===== src/rtl/fma_pkg.sv =====
// package for the fault mask and aggregation block: offsets, fields, reset values
`default_nettype none
package fma_pkg;
  // ------------------------------------------------------------------
  // register offsets
  // ------------------------------------------------------------------
  localparam logic [7:0] FMA_ADDR_INTEGRITY = 8'h49;   // integrity_check_mask
  localparam logic [7:0] FMA_ADDR_OVERCUR   = 8'h4a;   // overcurrent_flag_mask
  localparam logic [7:0] FMA_ADDR_OUTPUT    = 8'h4b;   // fault_output_mask
  localparam logic [7:0] FMA_ADDR_IRQ_STAT  = 8'h50;   // sticky event status, read only
  localparam logic [7:0] FMA_ADDR_IRQ_CLR   = 8'h51;   // write one to clear
  localparam logic [7:0] FMA_ADDR_IRQ_EN    = 8'h52;   // interrupt enable
  localparam logic [7:0] FMA_ADDR_CTRL      = 8'h53;   // pin function select
  localparam logic [7:0] FMA_ADDR_SUMMARY   = 8'h54;   // live summary flags, read only

  // ------------------------------------------------------------------
  // writable field masks and reset values
  // ------------------------------------------------------------------
  localparam logic [15:0] FMA_INTEGRITY_WMASK = 16'he800;  // bits 15,14,13,11
  localparam logic [15:0] FMA_OVERCUR_WMASK   = 16'h000f;  // bits 3:0
  localparam logic [15:0] FMA_OUTPUT_WMASK    = 16'h7f80;  // bits 14:7
  localparam logic [15:0] FMA_INTEGRITY_RST   = 16'h0000;
  localparam logic [15:0] FMA_OVERCUR_RST     = 16'h0000;
  localparam logic [15:0] FMA_OUTPUT_RST      = 16'h0780;

  // ------------------------------------------------------------------
  // field positions
  // ------------------------------------------------------------------
  localparam int FMA_BIT_SEC1   = 15;
  localparam int FMA_BIT_SEC2   = 14;
  localparam int FMA_BIT_SEC3   = 13;
  localparam int FMA_BIT_MEM    = 11;
  localparam int FMA_BIT_A_HIGH = 3;
  localparam int FMA_BIT_A_LOW  = 2;
  localparam int FMA_BIT_B_HIGH = 1;
  localparam int FMA_BIT_B_LOW  = 0;
  localparam int FMA_OUT_LSB    = 7;   // pin mask bits 14:7 cover flags 7:0
  localparam int FMA_NFLAGS     = 8;
  localparam int FMA_NEVENTS    = 8;

  // summary flag vector order, index = pin mask bit minus FMA_OUT_LSB
  typedef struct packed {
    logic power;        // 7
    logic timing;       // 6
    logic integrity;    // 5
    logic overcurrent;  // 4
    logic checksum;     // 3
    logic timeout;      // 2
    logic clock_count;  // 1
    logic bad_access;   // 0
  } fma_flags_t;

  // raw fault sources that this block masks itself
  typedef struct packed {
    logic sec_one;
    logic sec_two;
    logic sec_three;
    logic memory;
    logic a_high;
    logic a_low;
    logic b_high;
    logic b_low;
  } fma_sources_t;

  // register port request
  typedef struct packed {
    logic [7:0]  addr;
    logic [15:0] wdata;
    logic        wr;
    logic        rd;
  } fma_req_t;

  // register port answer state
  typedef enum logic [1:0] {
    FMA_RD_IDLE = 2'b01,
    FMA_RD_DATA = 2'b10
  } fma_rd_state_t;
endpackage
`default_nettype wire


===== src/rtl/fma_irq.sv =====
// sticky event status with enable and write-one-to-clear, one level interrupt
`default_nettype none
module fma_irq #(
  parameter int N = 8
) (
  input  wire logic         mclk_i,
  input  wire logic         srst_i,
  input  wire logic [N-1:0] event_i,
  input  wire logic         en_wr_i,
  input  wire logic         clr_wr_i,
  input  wire logic [N-1:0] wdata_i,
  output logic      [N-1:0] status_o,
  output logic      [N-1:0] enable_o,
  output logic              irq_o
);
  // ------------------------------------------------------------------
  // sticky status and enable
  // ------------------------------------------------------------------
  // a new event beats a clear in the same cycle so nothing is lost
  always_ff @(posedge mclk_i) begin
    if (srst_i) begin
      status_o <= '0;
    end else begin
      status_o <= (status_o & ~(clr_wr_i ? wdata_i : '0)) | event_i;
    end
  end

  // enable register
  always_ff @(posedge mclk_i) begin
    if (srst_i) begin
      enable_o <= '0;
    end else if (en_wr_i) begin
      enable_o <= wdata_i;
    end
  end

  // level interrupt, handshake-style combinational output
  assign irq_o = |(status_o & enable_o);
endmodule
`default_nettype wire


===== src/rtl/fma_sync.sv =====
// two-stage synchroniser for a vector of pin-level fault sources
`default_nettype none
module fma_sync #(
  parameter int W = 8
) (
  input  wire logic         mclk_i,
  input  wire logic         srst_i,
  input  wire logic [W-1:0] async_i,
  output logic      [W-1:0] sync_o
);
  // ------------------------------------------------------------------
  // stages
  // ------------------------------------------------------------------
  logic [W-1:0] meta_q;   // first stage, read only by the second

  // first stage catches the pin, second stage feeds the logic
  always_ff @(posedge mclk_i) begin
    if (srst_i) begin
      meta_q <= '0;
      sync_o <= '0;
    end else begin
      meta_q <= async_i;
      sync_o <= meta_q;
    end
  end
endmodule
`default_nettype wire


===== src/rtl/fma_top.sv =====
// fault mask and aggregation block of a battery-pack monitor
//
// Behaviour
// - section check masks at 15,14,13 gate integrity
// - bit 11 masks memory check fault
// - mask zero passes, mask one blocks
// - converter a: bit 3 high, bit 2 low
// - converter b: bit 1 high, bit 0 low
// - pin mask 14:11 summary flags, reset clear
// - pin mask 10:7 serial flags, reset set
// - pin mask applies only in fault mode
// - reserved bits always read zero
// - overcurrent mask 0000, pin mask 0780 reset
//
// Implementation choice: strobed register access.
`default_nettype none
module fma_top
  import fma_pkg::*;
(
  input  wire logic        mclk_i,
  input  wire logic        srst_i,
  // register port
  input  wire logic [7:0]  reg_addr_i,
  input  wire logic [15:0] reg_wdata_i,
  input  wire logic        reg_wr_i,
  input  wire logic        reg_rd_i,
  output logic      [15:0] reg_rdata_o,
  // raw fault sources from pins or analog comparators
  input  wire logic        config_section_one_check_flag_i,
  input  wire logic        config_section_two_check_flag_i,
  input  wire logic        config_section_three_check_flag_i,
  input  wire logic        memory_check_flag_i,
  input  wire logic        current_a_high_limit_flag_i,
  input  wire logic        current_a_low_limit_flag_i,
  input  wire logic        current_b_high_limit_flag_i,
  input  wire logic        current_b_low_limit_flag_i,
  // summary flags made elsewhere on this clock
  input  wire logic        power_summary_flag_i,
  input  wire logic        timing_summary_flag_i,
  input  wire logic        serial_checksum_error_flag_i,
  input  wire logic        serial_timeout_flag_i,
  input  wire logic        serial_clock_count_error_flag_i,
  input  wire logic        bad_access_flag_i,
  // general-purpose drive of the shared pin when not in fault mode
  input  wire logic        gp_out_i,
  input  wire logic        gp_oe_i,
  // outputs
  output logic             integrity_summary_flag_o,
  output logic             overcurrent_summary_flag_o,
  output logic             shared_alarm_pin_o,
  output logic             shared_alarm_pin_oe_o,
  output logic             irq_o
);
  // ------------------------------------------------------------------
  // declarations
  // ------------------------------------------------------------------
  fma_req_t      req;             // bundled register request
  fma_sources_t  src_raw;         // raw sources before synchronising
  fma_sources_t  src;             // synchronised sources
  fma_flags_t    flags;           // all summary flags for the pin
  logic [15:0]   integ_mask_q;    // integrity_check_mask
  logic [15:0]   ocur_mask_q;     // overcurrent_flag_mask
  logic [15:0]   out_mask_q;      // fault_output_mask
  logic          fault_mode_q;    // shared pin acts as fault output
  logic          integ_d;         // next integrity summary
  logic          ocur_d;          // next overcurrent summary
  logic          pin_d;           // next fault pin level
  logic [7:0]    flags_unmasked;  // flags after pin mask
  logic [7:0]    flags_prev_q;    // last flags, for rising-edge events
  logic [7:0]    irq_status;      // sticky event status
  logic [7:0]    irq_enable;      // event enable
  logic [15:0]   rdata_d;         // read mux result
  fma_rd_state_t rd_state_q;      // read answer phase

  // mask test: one blocks, zero passes
  function automatic logic pass(input logic src_bit, input logic mask_bit);
    pass = src_bit & ~mask_bit;
  endfunction

  assign req = '{addr: reg_addr_i, wdata: reg_wdata_i, wr: reg_wr_i, rd: reg_rd_i};
  assign src_raw = '{sec_one: config_section_one_check_flag_i,
                     sec_two: config_section_two_check_flag_i,
                     sec_three: config_section_three_check_flag_i,
                     memory: memory_check_flag_i,
                     a_high: current_a_high_limit_flag_i,
                     a_low: current_a_low_limit_flag_i,
                     b_high: current_b_high_limit_flag_i,
                     b_low: current_b_low_limit_flag_i};

  // ------------------------------------------------------------------
  // source synchroniser
  // ------------------------------------------------------------------
  // sources come from other blocks or pins, so they are resynchronised
  fma_sync #(
    .W (8)
  ) u_sync (
    .mclk_i  (mclk_i),
    .srst_i  (srst_i),
    .async_i (src_raw),
    .sync_o  (src)
  );

  // ------------------------------------------------------------------
  // mask registers
  // ------------------------------------------------------------------
  // only defined mask bits are stored; reserved bits stay zero
  always_ff @(posedge mclk_i) begin
    if (srst_i) begin
      integ_mask_q <= FMA_INTEGRITY_RST;
    end else if (req.wr && req.addr == FMA_ADDR_INTEGRITY) begin
      integ_mask_q <= req.wdata & FMA_INTEGRITY_WMASK;
    end
  end

  // overcurrent mask register
  always_ff @(posedge mclk_i) begin
    if (srst_i) begin
      ocur_mask_q <= FMA_OVERCUR_RST;
    end else if (req.wr && req.addr == FMA_ADDR_OVERCUR) begin
      ocur_mask_q <= req.wdata & FMA_OVERCUR_WMASK;
    end
  end

  // pin mask register; serial flag masks come up set
  always_ff @(posedge mclk_i) begin
    if (srst_i) begin
      out_mask_q <= FMA_OUTPUT_RST;
    end else if (req.wr && req.addr == FMA_ADDR_OUTPUT) begin
      out_mask_q <= req.wdata & FMA_OUTPUT_WMASK;
    end
  end

  // pin function select, default general purpose
  always_ff @(posedge mclk_i) begin
    if (srst_i) begin
      fault_mode_q <= 1'b0;
    end else if (req.wr && req.addr == FMA_ADDR_CTRL) begin
      fault_mode_q <= req.wdata[0];
    end
  end

  // ------------------------------------------------------------------
  // summary aggregation
  // ------------------------------------------------------------------
  always_comb begin
    integ_d = pass(src.sec_one,   integ_mask_q[FMA_BIT_SEC1])
            | pass(src.sec_two,   integ_mask_q[FMA_BIT_SEC2])
            | pass(src.sec_three, integ_mask_q[FMA_BIT_SEC3])
            | pass(src.memory,    integ_mask_q[FMA_BIT_MEM]);
    ocur_d  = pass(src.a_high, ocur_mask_q[FMA_BIT_A_HIGH])
            | pass(src.a_low,  ocur_mask_q[FMA_BIT_A_LOW])
            | pass(src.b_high, ocur_mask_q[FMA_BIT_B_HIGH])
            | pass(src.b_low,  ocur_mask_q[FMA_BIT_B_LOW]);
  end

  // summary flags registered so they are glitch free
  always_ff @(posedge mclk_i) begin
    if (srst_i) begin
      integrity_summary_flag_o   <= 1'b0;
      overcurrent_summary_flag_o <= 1'b0;
    end else begin
      integrity_summary_flag_o   <= integ_d;
      overcurrent_summary_flag_o <= ocur_d;
    end
  end

  assign flags = '{power: power_summary_flag_i, timing: timing_summary_flag_i,
                   integrity: integrity_summary_flag_o, overcurrent: overcurrent_summary_flag_o,
                   checksum: serial_checksum_error_flag_i, timeout: serial_timeout_flag_i,
                   clock_count: serial_clock_count_error_flag_i, bad_access: bad_access_flag_i};

  // ------------------------------------------------------------------
  // fault pin
  // ------------------------------------------------------------------
  // pin mask only matters in fault mode; otherwise the gpio owns the pin
  always_comb begin
    flags_unmasked = flags & ~out_mask_q[FMA_OUT_LSB +: FMA_NFLAGS];
    pin_d          = fault_mode_q ? |flags_unmasked : gp_out_i;
  end

  // pin data from a flop; enable on in fault mode, else from gp_oe_i
  always_ff @(posedge mclk_i) begin
    if (srst_i) begin
      shared_alarm_pin_o <= 1'b0;
    end else begin
      shared_alarm_pin_o <= pin_d;
    end
  end

  assign shared_alarm_pin_oe_o = fault_mode_q | gp_oe_i;

  // ------------------------------------------------------------------
  // interrupt events: rising edge of each summary flag
  // ------------------------------------------------------------------
  always_ff @(posedge mclk_i) begin
    if (srst_i) begin
      flags_prev_q <= '0;
    end else begin
      flags_prev_q <= flags;
    end
  end

  fma_irq #(
    .N (FMA_NEVENTS)
  ) u_irq (
    .mclk_i   (mclk_i),
    .srst_i   (srst_i),
    .event_i  (flags & ~flags_prev_q),
    .en_wr_i  (req.wr && req.addr == FMA_ADDR_IRQ_EN),
    .clr_wr_i (req.wr && req.addr == FMA_ADDR_IRQ_CLR),
    .wdata_i  (req.wdata[7:0]),
    .status_o (irq_status),
    .enable_o (irq_enable),
    .irq_o    (irq_o)
  );

  // ------------------------------------------------------------------
  // read port: data stand one cycle after the strobe, zero otherwise
  // ------------------------------------------------------------------
  always_comb begin
    unique case (req.addr)
      FMA_ADDR_INTEGRITY: rdata_d = integ_mask_q;
      FMA_ADDR_OVERCUR:   rdata_d = ocur_mask_q;
      FMA_ADDR_OUTPUT:    rdata_d = out_mask_q;
      FMA_ADDR_IRQ_STAT:  rdata_d = {8'h00, irq_status};
      FMA_ADDR_IRQ_EN:    rdata_d = {8'h00, irq_enable};
      FMA_ADDR_CTRL:      rdata_d = {15'h0000, fault_mode_q};
      FMA_ADDR_SUMMARY:   rdata_d = {8'h00, flags};
      default:            rdata_d = 16'h0000;       // unmapped and clear reg
    endcase
  end

  // read data register, cleared when no read was made
  always_ff @(posedge mclk_i) begin
    if (srst_i) begin
      reg_rdata_o <= 16'h0000;
      rd_state_q  <= FMA_RD_IDLE;
    end else begin
      reg_rdata_o <= req.rd ? rdata_d : 16'h0000;
      rd_state_q  <= req.rd ? FMA_RD_DATA : FMA_RD_IDLE;
    end
  end

  // ------------------------------------------------------------------
  // assertions
  // ------------------------------------------------------------------
  property p_integ;
    @(posedge mclk_i) disable iff (srst_i)
    (src.sec_one && !integ_mask_q[FMA_BIT_SEC1]) |=> integrity_summary_flag_o;
  endproperty
  a_integ: assert property (p_integ) else $error("unmasked section check lost");

  property p_mem;
    @(posedge mclk_i) disable iff (srst_i)
    (integ_mask_q[FMA_BIT_MEM] && src.memory && !src.sec_one && !src.sec_two && !src.sec_three)
      |=> !integrity_summary_flag_o;
  endproperty
  a_mem: assert property (p_mem) else $error("masked memory check leaked");

  property p_enc;
    @(posedge mclk_i) disable iff (srst_i)
    (ocur_mask_q[3:0] == 4'hf) |=> !overcurrent_summary_flag_o;
  endproperty
  a_enc: assert property (p_enc) else $error("fully masked overcurrent raised");

  property p_ocur_a;
    @(posedge mclk_i) disable iff (srst_i)
    (src.a_high && !ocur_mask_q[FMA_BIT_A_HIGH]) || (src.a_low && !ocur_mask_q[FMA_BIT_A_LOW])
      |=> overcurrent_summary_flag_o;
  endproperty
  a_ocur_a: assert property (p_ocur_a) else $error("converter a fault lost");

  property p_ocur_b;
    @(posedge mclk_i) disable iff (srst_i)
    (src.b_high && !ocur_mask_q[FMA_BIT_B_HIGH]) || (src.b_low && !ocur_mask_q[FMA_BIT_B_LOW])
      |=> overcurrent_summary_flag_o;
  endproperty
  a_ocur_b: assert property (p_ocur_b) else $error("converter b fault lost");

  property p_pin_or;
    @(posedge mclk_i) disable iff (srst_i)
    fault_mode_q |=> (shared_alarm_pin_o == $past(|(flags & ~out_mask_q[14:7])));
  endproperty
  a_pin_or: assert property (p_pin_or) else $error("fault pin not the masked or");

  property p_gp;
    @(posedge mclk_i) disable iff (srst_i)
    !fault_mode_q |=> (shared_alarm_pin_o == $past(gp_out_i));
  endproperty
  a_gp: assert property (p_gp) else $error("pin mask acted outside fault mode");

  property p_rsvd;
    @(posedge mclk_i) disable iff (srst_i)
    (integ_mask_q & ~16'he800) == 16'h0000 && (ocur_mask_q & ~16'h000f) == 16'h0000
      && (out_mask_q & ~16'h7f80) == 16'h0000;
  endproperty
  a_rsvd: assert property (p_rsvd) else $error("reserved mask bit set");

  property p_rst;
    @(posedge mclk_i) ($past(srst_i) && !srst_i) |-> (out_mask_q == 16'h0780 && ocur_mask_q == 16'h0000);
  endproperty
  a_rst: assert property (p_rst) else $error("mask reset value wrong");

  // read data must be zero whenever no read answer is due
  property p_rdata_idle;
    @(posedge mclk_i) disable iff (srst_i)
    (rd_state_q == FMA_RD_IDLE) |-> (reg_rdata_o == 16'h0000);
  endproperty
  a_rdata_idle: assert property (p_rdata_idle) else $error("read data outside its cycle");
endmodule
`default_nettype wire


===== config.mk =====
export PLATFORM = sky130hd
export DESIGN_NAME = fma_top
export DESIGN_NICKNAME = d
export VERILOG_FILES = /design/src/rtl/fma_pkg.sv /design/src/rtl/fma_irq.sv /design/src/rtl/fma_sync.sv /design/src/rtl/fma_top.sv
export SDC_FILE = /design/constraint.sdc
export NUM_CORES = 1
export LEC_CHECK = 0
export CORE_UTILIZATION = 49
export DETAILED_ROUTE_END_ITERATION = 6
export DONT_BUFFER_PORTS = 1
export GPL_TIMING_DRIVEN = 0
export HOLD_SLACK_MARGIN = 0.06
export PLACE_DENSITY = 0.69
export SLEW_MARGIN = 20
export SYNTH_ARGS = -nofsm -noshare
export SYNTH_HDL_FRONTEND = slang
export SYNTH_SLANG_ARGS = --single-unit

===== constraint.sdc =====
create_clock -name mclk_i -period 4.6 [get_ports mclk_i]
set_input_delay 0 -clock mclk_i [delete_from_list [all_inputs] [get_ports mclk_i]]
set_output_delay 0 -clock mclk_i [all_outputs]
set_load 0.01 [all_outputs]

# After elaboration in Yosys (flattened, before gate mapping)
# Index checks and enable logic that the tools add are counted.
# Widths: inputs -> output; s select.
# word_totals
register_bits	76
inputBits	44
# op_classes
bitwise_logic	32
n_reduce_logical	9
n_mux	3
eq_ne	8
# op_table
cell	count
$pmux 16 s7	1
$eq 8x7->1 const B	8
$and 8x8->8	4
$not 8->8	3
$reduce_or 8->1	2
$not 1->1	9
$and 1x1->1	8
$mux 8	1
$or 8x8->8	1
$or 1x1->1	7
$logic_and 1x1->1	6
$reduce_or 2->1	1
$mux 1	1

# Logic depth before layout (Yosys ltp)
# logic_depth
word_depth	6
mapped_depth	6
mapped_depth_nobuf	4

# Hierarchy
# Synthesis repeated with hierarchy kept, for this count alone.
# unflattened
cells_unflattened	325
area_unflattened_um2	3313.2
# modules_own_cells
module	instances	seq_area_each_um2	area_each_um2	cells_each
fma_top	1	880.8	2219.6	237
fma_irq	1	320.3	629.4	55
fma_sync	1	320.3	464.2	33

# Worst setup path after synthesis
# No wires, ideal clock.
# synth_timing
path_kind	in2reg
start	in reg_addr_i[5]
end	reg u_irq.status_o[0]
setup_ns	0.132
required_ns	4.468
setup_slack_ns	3.106
arrival_ns	1.361
path_buffers	2
path_stages	6
path_cell_list	or3b_4 > buf_6 > or4_4 > buf_6 > o21ai_2 > a21oi_1
# synth_via
elab_chain_len	6
# synth_lines
item	line_no	text
start, declared	fma_top.sv:23	input wire logic [7:0] reg_addr_i,
$eq 8x7->1	fma_top.sv:210	.clr_wr_i (req.wr && req.addr == FMA_ADDR_IRQ_CLR),
$logic_and 1x1->1	fma_top.sv:210	
$mux 8	fma_irq.sv:24	status_o <= (status_o & ~(clr_wr_i ? wdata_i : '0)) | event_i;
$not 8->8	fma_irq.sv:24	
$and 8x8->8	fma_irq.sv:24	
$or 8x8->8	fma_irq.sv:24	
end signal, assigned	fma_irq.sv:24	
end, declared	fma_irq.sv:12	output logic [N-1:0] status_o,
# Every way passes these cells.
# A chain may end at the register's enable or synchronous reset.

# Worst setup path after layout
# layout_timing
start	in reg_addr_i[2]
end	reg integ_mask_q[14]
# layout_via
elab_chain_len	2
# layout_lines
item	line_no	text
$eq 8x7->1	fma_top.sv:110	end else if (req.wr && req.addr == FMA_ADDR_INTEGRITY) begin
$logic_and 1x1->1	fma_top.sv:110	
end signal, assigned	fma_top.sv:111	integ_mask_q <= req.wdata & FMA_INTEGRITY_WMASK;
end, declared	fma_top.sv:61	logic [15:0] integ_mask_q;
# Every way passes these cells.

==> flow_summary.ini <==
[pwr]
leakagePower_nw = 1.35
ir_worst_vdd_mv = 0.225
power_mw = 1.30
power.density_mw_per_mm2 = 351

[timing]
slew-limit-headroom_pct = 43.9
max_slew.worst_pin.slew_ps = 835
setup_violations = 0
slew_viol_final = 0
post-route-period-util_pct = 38.2
finalHoldViolations = 0
min_period_ps = 1760
clock_skew_ps = 5.22
finalSetupTns_ps = 0
fmax_ghz = 0.569
rsz0062_at_grt = no

[status]
status = finished clean

[yosys]
ys.flop_type = dfxtp_1
synthMuxAreaShare_pct = 8.20
post-synth-top-area-cell = dfxtp_1
yosys.area_share.simple_pct = 22.7
netlist.area_leader.share_pct = 50.4
syn_nets = 359
yosysWarnings = 0
ys_seq_area_share_pct = 50.4
synth_xor_area_share_pct = 0
yosysUniqueCellTypes = 42
synth_area_leaders = dfxtp_1 50%, mux2i_1 6.0%, nor2b_1 5.8%
synth_top_family_by_area = simple AND/OR/NAND/NOR gates
synth-adder-area-share_pct = 0
synth_area_mm2 = 0.00302
synth-edff-count = 0
synth_compound_area_share_pct = 13.1
synth_most_common_cell = dfxtp_1
ys_async_sr_fraction_pct = 0
synth_common_cells = 76 x dfxtp_1, 32 x nor2_1, 28 x nor2b_1
syn_inst = 315
syn_avg_cell_area_um2 = 9.59
ys_seq_elements = 76

[floorplan]
coreArea_mm2 = 0.00592
die_y_um = 80.5
die_width_um = 80.5
initial_core_util_pct = 51.0
rows = 28
num_io_pins = 65
floorplan.die_area_mm2 = 0.00648

[global_route]
busiest_layer = met2
grt_usage_pct = 24.7
grt_util_met3_pct = 6.70
grt_pass1_wl_um = 11700
antenna_found_initial = 0
overflow = 0
met2_usage_pct = 39.7
grt_max_degree = 13
met1_usage_pct = 30.7
grt_pass1_vias = 2429

[cts]
post-cts-setup-buffers = 0
insertion_delay_ps = 340
root_buffer = clkbuf_8
cts_buffers = 9
ctsResizeCount = 0
clock_path_buffers = 2
clock-sinks = 76
path_clk_slew_ps = 80
cts_tree = done
cts.htree.levels = 3

[placement]
port_buffers = 0
routabilityCongestion = 0.882
hpwl_um = 4900

[drt]
drtAntennaViolNets = 0
num_vias = 2408
drc = 0
drt-vias-per-instance = 5.42
drt_wl_total_um = 7350
drt-initial-drc-count = 183
wl_per_cell_um = 16.6
drtPass1Iterations = 5

[setup_path]
critPathMaxFanout = 6
required_ps = 4820
critPathKind = input pin to register
end_kind = register
cp_data_arrival_time_ps = 1980
worst_setup_path_start_kind = input pin

[hold_path]
hold_class = input pin to register

[cells_and_area]
syn_to_final_growth_pct = 22.4
diodes = 0
nFillCells = 488
drive_gt1_share_pct = 11.4
nets = 408

[job]
cap_violations = 0
flip-flops by register name, indices dropped and copies added, names as in the netlist, 4 cells and up:
signal,count
reg_rdata_o,16
integ_mask_q,4
u_sync.meta_q,8
out_mask_q,8
u_irq.enable_o,8
u_sync.sync_o,8
ocur_mask_q,4
flags_prev_q,8
u_irq.status_o,8
stage by stage:
step	hold slack (ps)	cell area, um2	cells	util, %	setup WS [ps]
2_1_floorplan	104	3020	315	-	3110
3_3_place_gp	108	3120	390	52.6	2780
3_5_place_dp	109	3120	390	52.6	2760
4_1_cts	67.2	3690	443	62.3	2900
5_1_grt	96.3	3700	444	62.5	2770
6_report	58.6	3700	444	62.5	2840
cells by family (layout without fill, tap and decap cells):
| family | count (synthesis) | after routing |
|---|---|---|
| simple gates | 119 | 119 |
| compound gates | 56 | 56 |
| mux | 24 | 24 |
| flops | 76 | 76 |
| buf+inv | 40 | 94 |
per-layer routing:
layer,vias up,share of wire (%)
met5,-,0
met4,0,2.3
met3,12,6.2
met2,88,48
met1,1137,43
li1,1171,-
report_power, final:
part	internal (mW)	switching, mW	total, mW
Sequential	0.675	0.0110	0.687
Combinational	0.0492	0.0500	0.0991
Clock	0.279	0.235	0.513
Total	1.00	0.296	1.30
cells in the final DEF (no fill, tap or decap), drive strengths merged, types with 4 or more instances in the layout:
cell	instances
nor2b	28
nand3	10
dfxtp	76
nand2	11
clkbuf	25
buf	4
a21oi	16
a22oi	9
mux2	6
dlygate4sd3	38
inv	23
o21ai	9
nor2	32
nor4	6
nand2b	12
and2	4
a211o	4
mux2i	18
o22ai	6
worst max-delay path, stage by stage:
cell	delay (ps)
dlygate4sd3_1	580
nor4_4	530
mux2i_1	240
dlygate4sd3_1	570
nor2_1	40
cell type report:
cell class | instances | area, um2 | area share, %
clock buffer | 12 | 155 | 4.19
clock inverter | 4 | 47.5 | 1.29
sequential | 76 | 1520 | 41.1
tap | 75 | 93.8 | 2.54
inverter | 23 | 86.3 | 2.33
timing repair buffer | 38 | 380 | 10.3
buffer | 17 | 83.8 | 2.27
multi-input combinational | 199 | 1330 | 36.0
repair_timing:
item | in CTS | in global routing
hold buffers | 37 | 1
setup endpoints to repair | 0 | 0
hold endpoints to repair | 56 | 1
worst paths after layout:
check / start / endpoint / slack, ps / cells past startpoint
hold reg to reg: flags_prev_q[6]$_SDFF_PP0_ / u_irq.status_o[6]$_SDFF_PP0_ / 430 / 1
setup reg to reg: out_mask_q[7]$_SDFFE_PP1P_ / out_mask_q[7]$_SDFFE_PP1P_ / 3230 / 3
setup / recovery: reg_addr_i[2] / integ_mask_q[14]$_SDFFE_PP0P_ / 2840 / 5
hold / removal: power_summary_flag_i / reg_rdata_o[7]$_SDFF_PP0_ / 60 / 3
Power figures use the tool's default switching activity.
